===== src/ufnps_pkg.sv =====
package ufnps_pkg;
  // Register byte offsets
  localparam logic [7:0] FRAME_COUNT_OFS = 8'h3c;
  localparam logic [7:0] PERIODIC_THRESHOLD_OFS = 8'h40;
  // Field widths and reset values
  localparam int FIELD_W = 14;
  localparam int COUNT_W = 16;
  localparam logic [FIELD_W-1:0] THRESHOLD_RST = 14'h0000;
  localparam logic [COUNT_W-1:0] COUNT_RST = 16'h0000;
  localparam logic [FIELD_W-1:0] NOMINAL_FRAME_LENGTH = 14'h2edf;
  localparam logic [FIELD_W-1:0] REMAINING_RST = 14'h0000;
  localparam logic [COUNT_W-1:0] COUNT_ONE = 16'h0001;
  localparam logic [FIELD_W-1:0] REMAINING_ONE = 14'h0001;
  // Start-of-frame flag position in the interrupt status register
  localparam int SOF_FLAG_BIT = 2;
  localparam logic [31:0] SOF_FLAG_MASK = 32'h0000_0001 << SOF_FLAG_BIT;

  // Frame boundary sequence
  typedef enum logic [1:0] {
    UFNPS_IDLE = 2'b00,
    UFNPS_SOF = 2'b01,
    UFNPS_HCCA = 2'b10,
    UFNPS_FLAG = 2'b11
  } ufnps_state_t;

  // Register access request
  typedef struct packed {
    logic req;
    logic wr;
    logic [7:0] addr;
    logic [31:0] wdata;
  } ufnps_reg_req_t;

  // Frame count write into the shared communication area
  typedef struct packed {
    logic valid;
    logic [COUNT_W-1:0] count;
  } ufnps_hcca_wr_t;
endpackage


===== src/ufnps_core.sv =====
// What this block does
// - Keep a sixteen-bit frame counter register.
// - Count frames when remaining counter reloads.
// - Count wraps from FFFFh to zero.
// - Count once on entering running state.
// - Count, send token, write HCCA, then fetch.
// - Set start-of-frame flag after HCCA write.
// - Provide a 14-bit periodic start threshold.
// - Reset clears the periodic threshold.
// - Periodic lists win once threshold reached.
// - Finish running control/bulk transaction first.
// - Remaining counter decrements, reloads after zero.
// - Nominal frame length is 11,999 bit times.
`timescale 1ns/100ps
`default_nettype none
module ufnps_core (
  input wire logic core_clk_i,
  input wire logic arst_n_i,
  input wire ufnps_pkg::ufnps_reg_req_t reg_req_i,
  output logic [31:0] reg_rdata_o,
  output logic reg_ack_o,
  input wire logic bit_tick_i,
  input wire logic running_state_i,
  input wire logic [ufnps_pkg::FIELD_W-1:0] frame_length_i,
  output logic [ufnps_pkg::FIELD_W-1:0] remaining_bit_times_o,
  output logic sof_send_o,
  input wire logic sof_sent_i,
  output ufnps_pkg::ufnps_hcca_wr_t hcca_wr_o,
  input wire logic hcca_wr_ready_i,
  output logic [31:0] status_set_o,
  output logic ed_fetch_go_o,
  input wire logic xfer_busy_i,
  output logic periodic_prio_o,
  output logic periodic_go_o
);
  import ufnps_pkg::*;

  // Register state
  logic [COUNT_W-1:0] frame_count_q; // Full counter, low field visible
  logic [COUNT_W-1:0] frame_count_d;
  logic [FIELD_W-1:0] threshold_q; // Periodic start threshold
  logic [FIELD_W-1:0] threshold_d;
  logic [FIELD_W-1:0] remaining_q; // Bit times left in frame
  logic [FIELD_W-1:0] remaining_d;
  logic running_q; // Last running level, for entry edge
  ufnps_state_t state_q;
  ufnps_state_t state_d;
  logic [31:0] rdata_q;
  logic ack_q;

  // Shared increment with natural wrap
  function automatic logic [COUNT_W-1:0] bump(input logic [COUNT_W-1:0] v);
    bump = v + COUNT_ONE;
  endfunction

  // Decode
  wire wr_count = reg_req_i.req && reg_req_i.wr && (reg_req_i.addr == FRAME_COUNT_OFS);
  wire wr_thresh = reg_req_i.req && reg_req_i.wr && (reg_req_i.addr == PERIODIC_THRESHOLD_OFS);
  wire rd_count = reg_req_i.req && !reg_req_i.wr && (reg_req_i.addr == FRAME_COUNT_OFS);
  wire rd_thresh = reg_req_i.req && !reg_req_i.wr && (reg_req_i.addr == PERIODIC_THRESHOLD_OFS);
  // Running entry and frame boundary
  wire run_entry = running_state_i && !running_q;
  wire at_zero = (remaining_q == REMAINING_RST);
  wire boundary = running_state_i && bit_tick_i && at_zero;
  wire count_step = run_entry || boundary;

  // Frame counter next value; hardware step wins over a driver write
  assign frame_count_d = count_step ? bump(frame_count_q)
    : wr_count ? {frame_count_q[COUNT_W-1:FIELD_W], reg_req_i.wdata[FIELD_W-1:0]}
    : frame_count_q;
  // Only the 14-bit field is stored
  assign threshold_d = wr_thresh ? reg_req_i.wdata[FIELD_W-1:0] : threshold_q;

  // Remaining counter: reload on entry or after zero, else count down
  assign remaining_d = (run_entry || boundary) ? frame_length_i
    : (running_state_i && bit_tick_i) ? remaining_q - REMAINING_ONE
    : remaining_q;

  // Boundary sequence: token, HCCA write, then flag and descriptor fetch in the same cycle
  always_comb
  begin
    state_d = state_q;
    case (state_q)
      UFNPS_IDLE:
      begin
        // New frame starts the token
        if (count_step)
          state_d = UFNPS_SOF;
      end
      UFNPS_SOF:
      begin
        // Wait for token sent
        if (sof_sent_i)
          state_d = UFNPS_HCCA;
      end
      UFNPS_HCCA:
      begin
        // Wait for memory to take the count
        if (hcca_wr_ready_i)
          state_d = UFNPS_FLAG;
      end
      UFNPS_FLAG:
      begin
        // One cycle of flag set and fetch start
        state_d = UFNPS_IDLE;
      end
      default:
      begin
        state_d = UFNPS_IDLE;
      end
    endcase
  end

  // Counter and threshold registers
  always_ff @(posedge core_clk_i or negedge arst_n_i)
  begin
    if (!arst_n_i)
    begin
      frame_count_q <= COUNT_RST;
      threshold_q <= THRESHOLD_RST;
      remaining_q <= REMAINING_RST;
      running_q <= 1'b0;
    end
    else
    begin
      frame_count_q <= frame_count_d;
      threshold_q <= threshold_d;
      remaining_q <= remaining_d;
      running_q <= running_state_i;
    end
  end

  // Sequencer state
  always_ff @(posedge core_clk_i or negedge arst_n_i)
  begin
    if (!arst_n_i)
      state_q <= UFNPS_IDLE;
    else
      state_q <= state_d;
  end

  // Read data, one cycle after the request; unmapped reads zero
  wire [31:0] rd_mux = rd_count ? {{(32-FIELD_W){1'b0}}, frame_count_q[FIELD_W-1:0]}
    : rd_thresh ? {{(32-FIELD_W){1'b0}}, threshold_q}
    : 32'h0000_0000;
  always_ff @(posedge core_clk_i or negedge arst_n_i)
  begin
    if (!arst_n_i)
    begin
      rdata_q <= 32'h0000_0000;
      ack_q <= 1'b0;
    end
    else
    begin
      rdata_q <= rd_mux;
      ack_q <= reg_req_i.req;
    end
  end

  // Outputs
  assign reg_rdata_o = rdata_q;
  assign reg_ack_o = ack_q;
  assign remaining_bit_times_o = remaining_q;
  assign sof_send_o = (state_q == UFNPS_SOF);
  // Count already incremented when the write is offered
  assign hcca_wr_o.valid = (state_q == UFNPS_HCCA);
  assign hcca_wr_o.count = frame_count_q;
  assign status_set_o = (state_q == UFNPS_FLAG) ? SOF_FLAG_MASK : 32'h0000_0000;
  assign ed_fetch_go_o = (state_q == UFNPS_FLAG);
  // A zero threshold means periodic priority only at the very end
  assign periodic_prio_o = running_state_i && (remaining_q <= threshold_q);
  // Busy control/bulk transfer holds off the periodic list
  assign periodic_go_o = periodic_prio_o && !xfer_busy_i;
endmodule
`default_nettype wire


===== config.mk =====
export PLATFORM = sky130hd
export DESIGN_NAME = ufnps_core
export DESIGN_NICKNAME = d
export VERILOG_FILES = /design/src/ufnps_pkg.sv /design/src/ufnps_core.sv
export SDC_FILE = /design/constraint.sdc
export NUM_CORES = 1
export LEC_CHECK = 0
export ABC_CLOCK_PERIOD_IN_PS = 2600
export BUFFER_PORTS_ARGS = -buffer_cell sky130_fd_sc_hd__buf_2
export CELL_PAD_IN_SITES_DETAIL_PLACEMENT = 0
export CELL_PAD_IN_SITES_GLOBAL_PLACEMENT = 1
export CORE_MARGIN = 5
export CORE_UTILIZATION = 35
export DETAILED_ROUTE_END_ITERATION = 6
export HOLD_SLACK_MARGIN = 0.05
export MAX_ROUTING_LAYER = met4
export PLACE_DENSITY = 0.84
export SYNTH_ARGS = -nofsm -noshare
export SYNTH_HDL_FRONTEND = slang
export SYNTH_SLANG_ARGS = --single-unit
export TNS_END_PERCENT = 5

===== constraint.sdc =====
create_clock -name core_clk_i -period 2.6 [get_ports core_clk_i]
set_input_delay 0.52 -clock core_clk_i [delete_from_list [all_inputs] [get_ports core_clk_i]]
set_output_delay 0.52 -clock core_clk_i [all_outputs]
set_load 0.005 [all_outputs]

==> impl_metrics.yaml <==
power:
  ir_drop_mv: 0.2757
  powerDensity_nw_per_um2: 748.4
  power.share.sequential: 0.392
  p_leak_nw: 2.254
  comb_power_share: 0.333
  clkPwrFrac: 0.275
  p_sw_frac: 0.3457
  internal-power_mw: 2.272
  p_switching_mw: 1.200
setup_path:
  cp.required_ns: 2.08
  startpoint_type: "register"
  r2r_cells: 6
  slowest_delay_ns: 0.41
  r2r_end: "frame_count_q[10]"
  crit_chain: "ha_1, nand3_2, buf_4, a211oi_2, o41ai_2, a22oi_2, nor2b_1, buf_2"
  rr_startpoint: "remaining_bit_times_o[5]"
  end_kind: "output port"
  r2r_slack_ns: 0.11
  critical-path-top-delay-family: "compound AO/OA/AOI/OAI gates"
  crit_fanout: 3
  crit_slowest_cell: "dfrtp_2"
  worst-path-buf-inv: 2
  cp.arrival_ns: 2.07
  crit_type: "register to output port"
layout:
  drive_gt1_frac: 0.3593
  nets: 582
  area_growth_pct: 23.97
  fillers: 1009
  finalInstanceArea_um2: 4639
  fin_cells: 638
clock_network:
  clock_latency_ns: 0.34
  clock_sinks: 62
  htreeDepth: 3
  clockBufferDepth: 2
  numCtsBuffers: 9
  clk_pin_slew_ns: 0.07
  cts_root_buffer: "clkbuf_8"
  cts_tree: "yes"
placed_design:
  dpl.hpwl_um: 7324
  io_buffers: 95
  post_dp_cell_area_um2: 4259
  place_inst: 613
  gp_congestion: 0.8417
timing:
  finClkSkew_ns: 0.003745
  relSlewSlack: 0.4734
  period_needed_ns: 2.588
  worstMarginPinSlew_ns: 0.7900
  drv_slew: 0
  finalSetupViolCount: 0
  final.period_utilization: 0.9954
  max_freq_mhz: 386.4
  hold_viol: 0
  rsz0062_at_grt: "yes"
yosys:
  syn-instance-count: 380
  async_flop_share: 1.000
  synthDistinctLibCells: 50
  dominantRegCellSynth: "dfrtp_1"
  yosysSeqAreaShare: 0.4146
  synth_top_cell_by_area: "dfrtp_1"
  synth.top_cell.area_share: 0.4146
  ys_ff_latch: 62
  syn_area_um2: 3742
  syn_avg_cell_area_um2: 9.848
  synth_area_leaders: "dfrtp_1 (41%), buf_4 (11%), ha_1 (7.4%)"
  synth_edf_count: 0
  yosys_warnings: 0
die:
  rows: 37
  die-area_um2: 12860
  die_x_um: 113.4
  die_y_um: 113.4
  io_pins: 163
  start_util: 0.3609
  fp.coreArea_um2: 10370
worst_hold_path:
  min_path_cells: 1
  min_to: "reg_ack_o"
  hold_path_class: "input port to register"
  hp-start: "reg_req_i[41]"
global_routing:
  overflow: 0
  grt_pass1_vias: 3023
  antenna_found_initial: 1
  grt_start_max_net_pins: 63
  grt_first_pass_wirelength_um: 15480
  track_usage: 0.1576
job:
  cap_violations: 0
route:
  drt-vias-per-instance: 4.911
  first_pass_iters: 4
  ant_nets: 0
  vias: 3133
  wirelength_um: 9965
  drtIter0Drc: 188
  drc: 0
  wl_per_cell_um: 15.62
run_status:
  status: "finished clean"
## worst max-delay path by stage
stage | start | endpoint | slack (ns) | cells past startpoint
2_1_floorplan | remaining_bit_times_o[5] | state_q[1] | 0.29 | 5
3_3_place_gp | reg_req_i[39] | frame_count_q[9] | 0.15 | 7
3_5_place_dp | reg_req_i[39] | frame_count_q[4] | 0.10 | 7
4_1_cts | remaining_bit_times_o[9] | periodic_go_o | 0.004 | 8
5_1_grt | threshold_q[6] | periodic_go_o | -0.11 | 9
6_report | remaining_bit_times_o[5] | periodic_prio_o | 0.01 | 8
## layout by cell type, fill, tap and decap left out, types with 11 or more instances in the layout
| master | count |
|---|---|
| buf_2 | 95 |
| dfrtp_1 | 57 |
| conb_1 | 49 |
| nand2_1 | 29 |
| buf_4 | 23 |
| inv_1 | 22 |
| ha_1 | 19 |
| o21ai_0 | 15 |
| mux2_2 | 15 |
| a22o_1 | 14 |
| nor2_1 | 14 |
| nand3_1 | 13 |
| a21oi_1 | 12 |
| clkbuf_8 | 11 |
## cell usage after synthesis, types with 2 or more instances
| cell type | number |
|---|---|
| a221oi_1 | 2 |
| ha_1 | 22 |
| xnor2_1 | 8 |
| or4_4 | 2 |
| o21ai_0 | 15 |
| nor4_1 | 6 |
| nand4_1 | 5 |
| o221a_1 | 2 |
| o21ai_1 | 2 |
| a31oi_1 | 2 |
| a21oi_1 | 14 |
| or3_1 | 3 |
| or4_1 | 3 |
| buf_4 | 53 |
| nor2_1 | 16 |
| xor2_1 | 6 |
| mux2_2 | 15 |
| dfrtp_1 | 62 |
| nand2_1 | 29 |
| and3_1 | 6 |
| clkbuf_1 | 6 |
| nor3_1 | 8 |
| nand2b_1 | 5 |
| inv_1 | 23 |
| o221a_2 | 5 |
| and2_1 | 3 |
| nand3_1 | 14 |
| a211oi_1 | 4 |
| and4_1 | 3 |
| a22o_1 | 14 |
| nor2b_1 | 3 |
## flip-flops by register name, indices dropped and copies added (netlist names)
register and cells:
reg_rdata_o 14, frame_count_q 16, remaining_bit_times_o 14, reg_ack_o 1
running_q 1, state_q 2, threshold_q 14
## cell families after synthesis
kind of cell	count (synthesis)	synth area share
XOR/XNOR	14	0.03277
multiplexers	15	0.04513
buffers and inverters	84	0.1408
AO/OA/AOI/OAI	68	0.1287
flip-flops	62	0.4146
adder cells (fa/ha/maj)	22	0.07355
AND/OR/NAND/NOR	114	0.1635
other	1	0.001002
## per-stage QoR
| stage | setup TNS (ns) | utilization | total power [mW] | worst slack [ns] | hold WS [ns] |
|---|---|---|---|---|---|
| 2_1_floorplan | 0 | - | 2.052 | 0.2879 | 0.2244 |
| 3_3_place_gp | 0 | 0.4107 | 2.398 | 0.1481 | 0.4617 |
| 3_5_place_dp | 0 | 0.4107 | 2.433 | 0.1002 | 0.4583 |
| 4_1_cts | 0 | 0.4426 | 3.455 | 0.004148 | 0.2926 |
| 5_1_grt | -0.2076 | 0.4474 | 3.691 | -0.1104 | 0.2935 |
| 6_report | 0 | 0.4474 | 3.472 | 0.01186 | 0.2967 |
## what timing repair did
item	CTS	global route
setup endpoints to repair	2	2
pin swaps	4	7
resized for setup	10	9
hold buffers	0	0
setup buffers	6	3
## cell type report
type / instances / area, µm² / share of cell area
Multi-Input combinational cell: 282 / 1933 / 0.4167
Sequential cell: 62 / 1558 / 0.3358
Timing Repair Buffer: 119 / 668.1 / 0.1440
Tap cell: 136 / 170.2 / 0.03668
Clock buffer: 11 / 151.4 / 0.03263
Inverter: 23 / 86.33 / 0.01861
Clock inverter: 4 / 70.07 / 0.01510
Antenna cell: 1 / 2.502 / 0.0005394
## metal layers
layer / global-route usage / up-vias / part of all wire
met4: 0.05609 / 0 / 0.020
li1: - / 1490 / -
met1: 0.2005 / 1505 / 0.43
met2: 0.2464 / 119 / 0.48
met3: 0.03714 / 19 / 0.073
met5: - / - / 0
## power groups by stage
stage / Sequential, mW / Combinational, mW / Clock, mW
after floorplan: 1.34 / 0.711 / 0
after global placement: 1.37 / 1.03 / 0
after detailed placement: 1.38 / 1.06 / 0
after CTS: 1.35 / 1.13 / 0.967
after global routing: 1.38 / 1.30 / 1.01
final: 1.36 / 1.16 / 0.956
No activity file was read; power rests on OpenSTA's default activity.
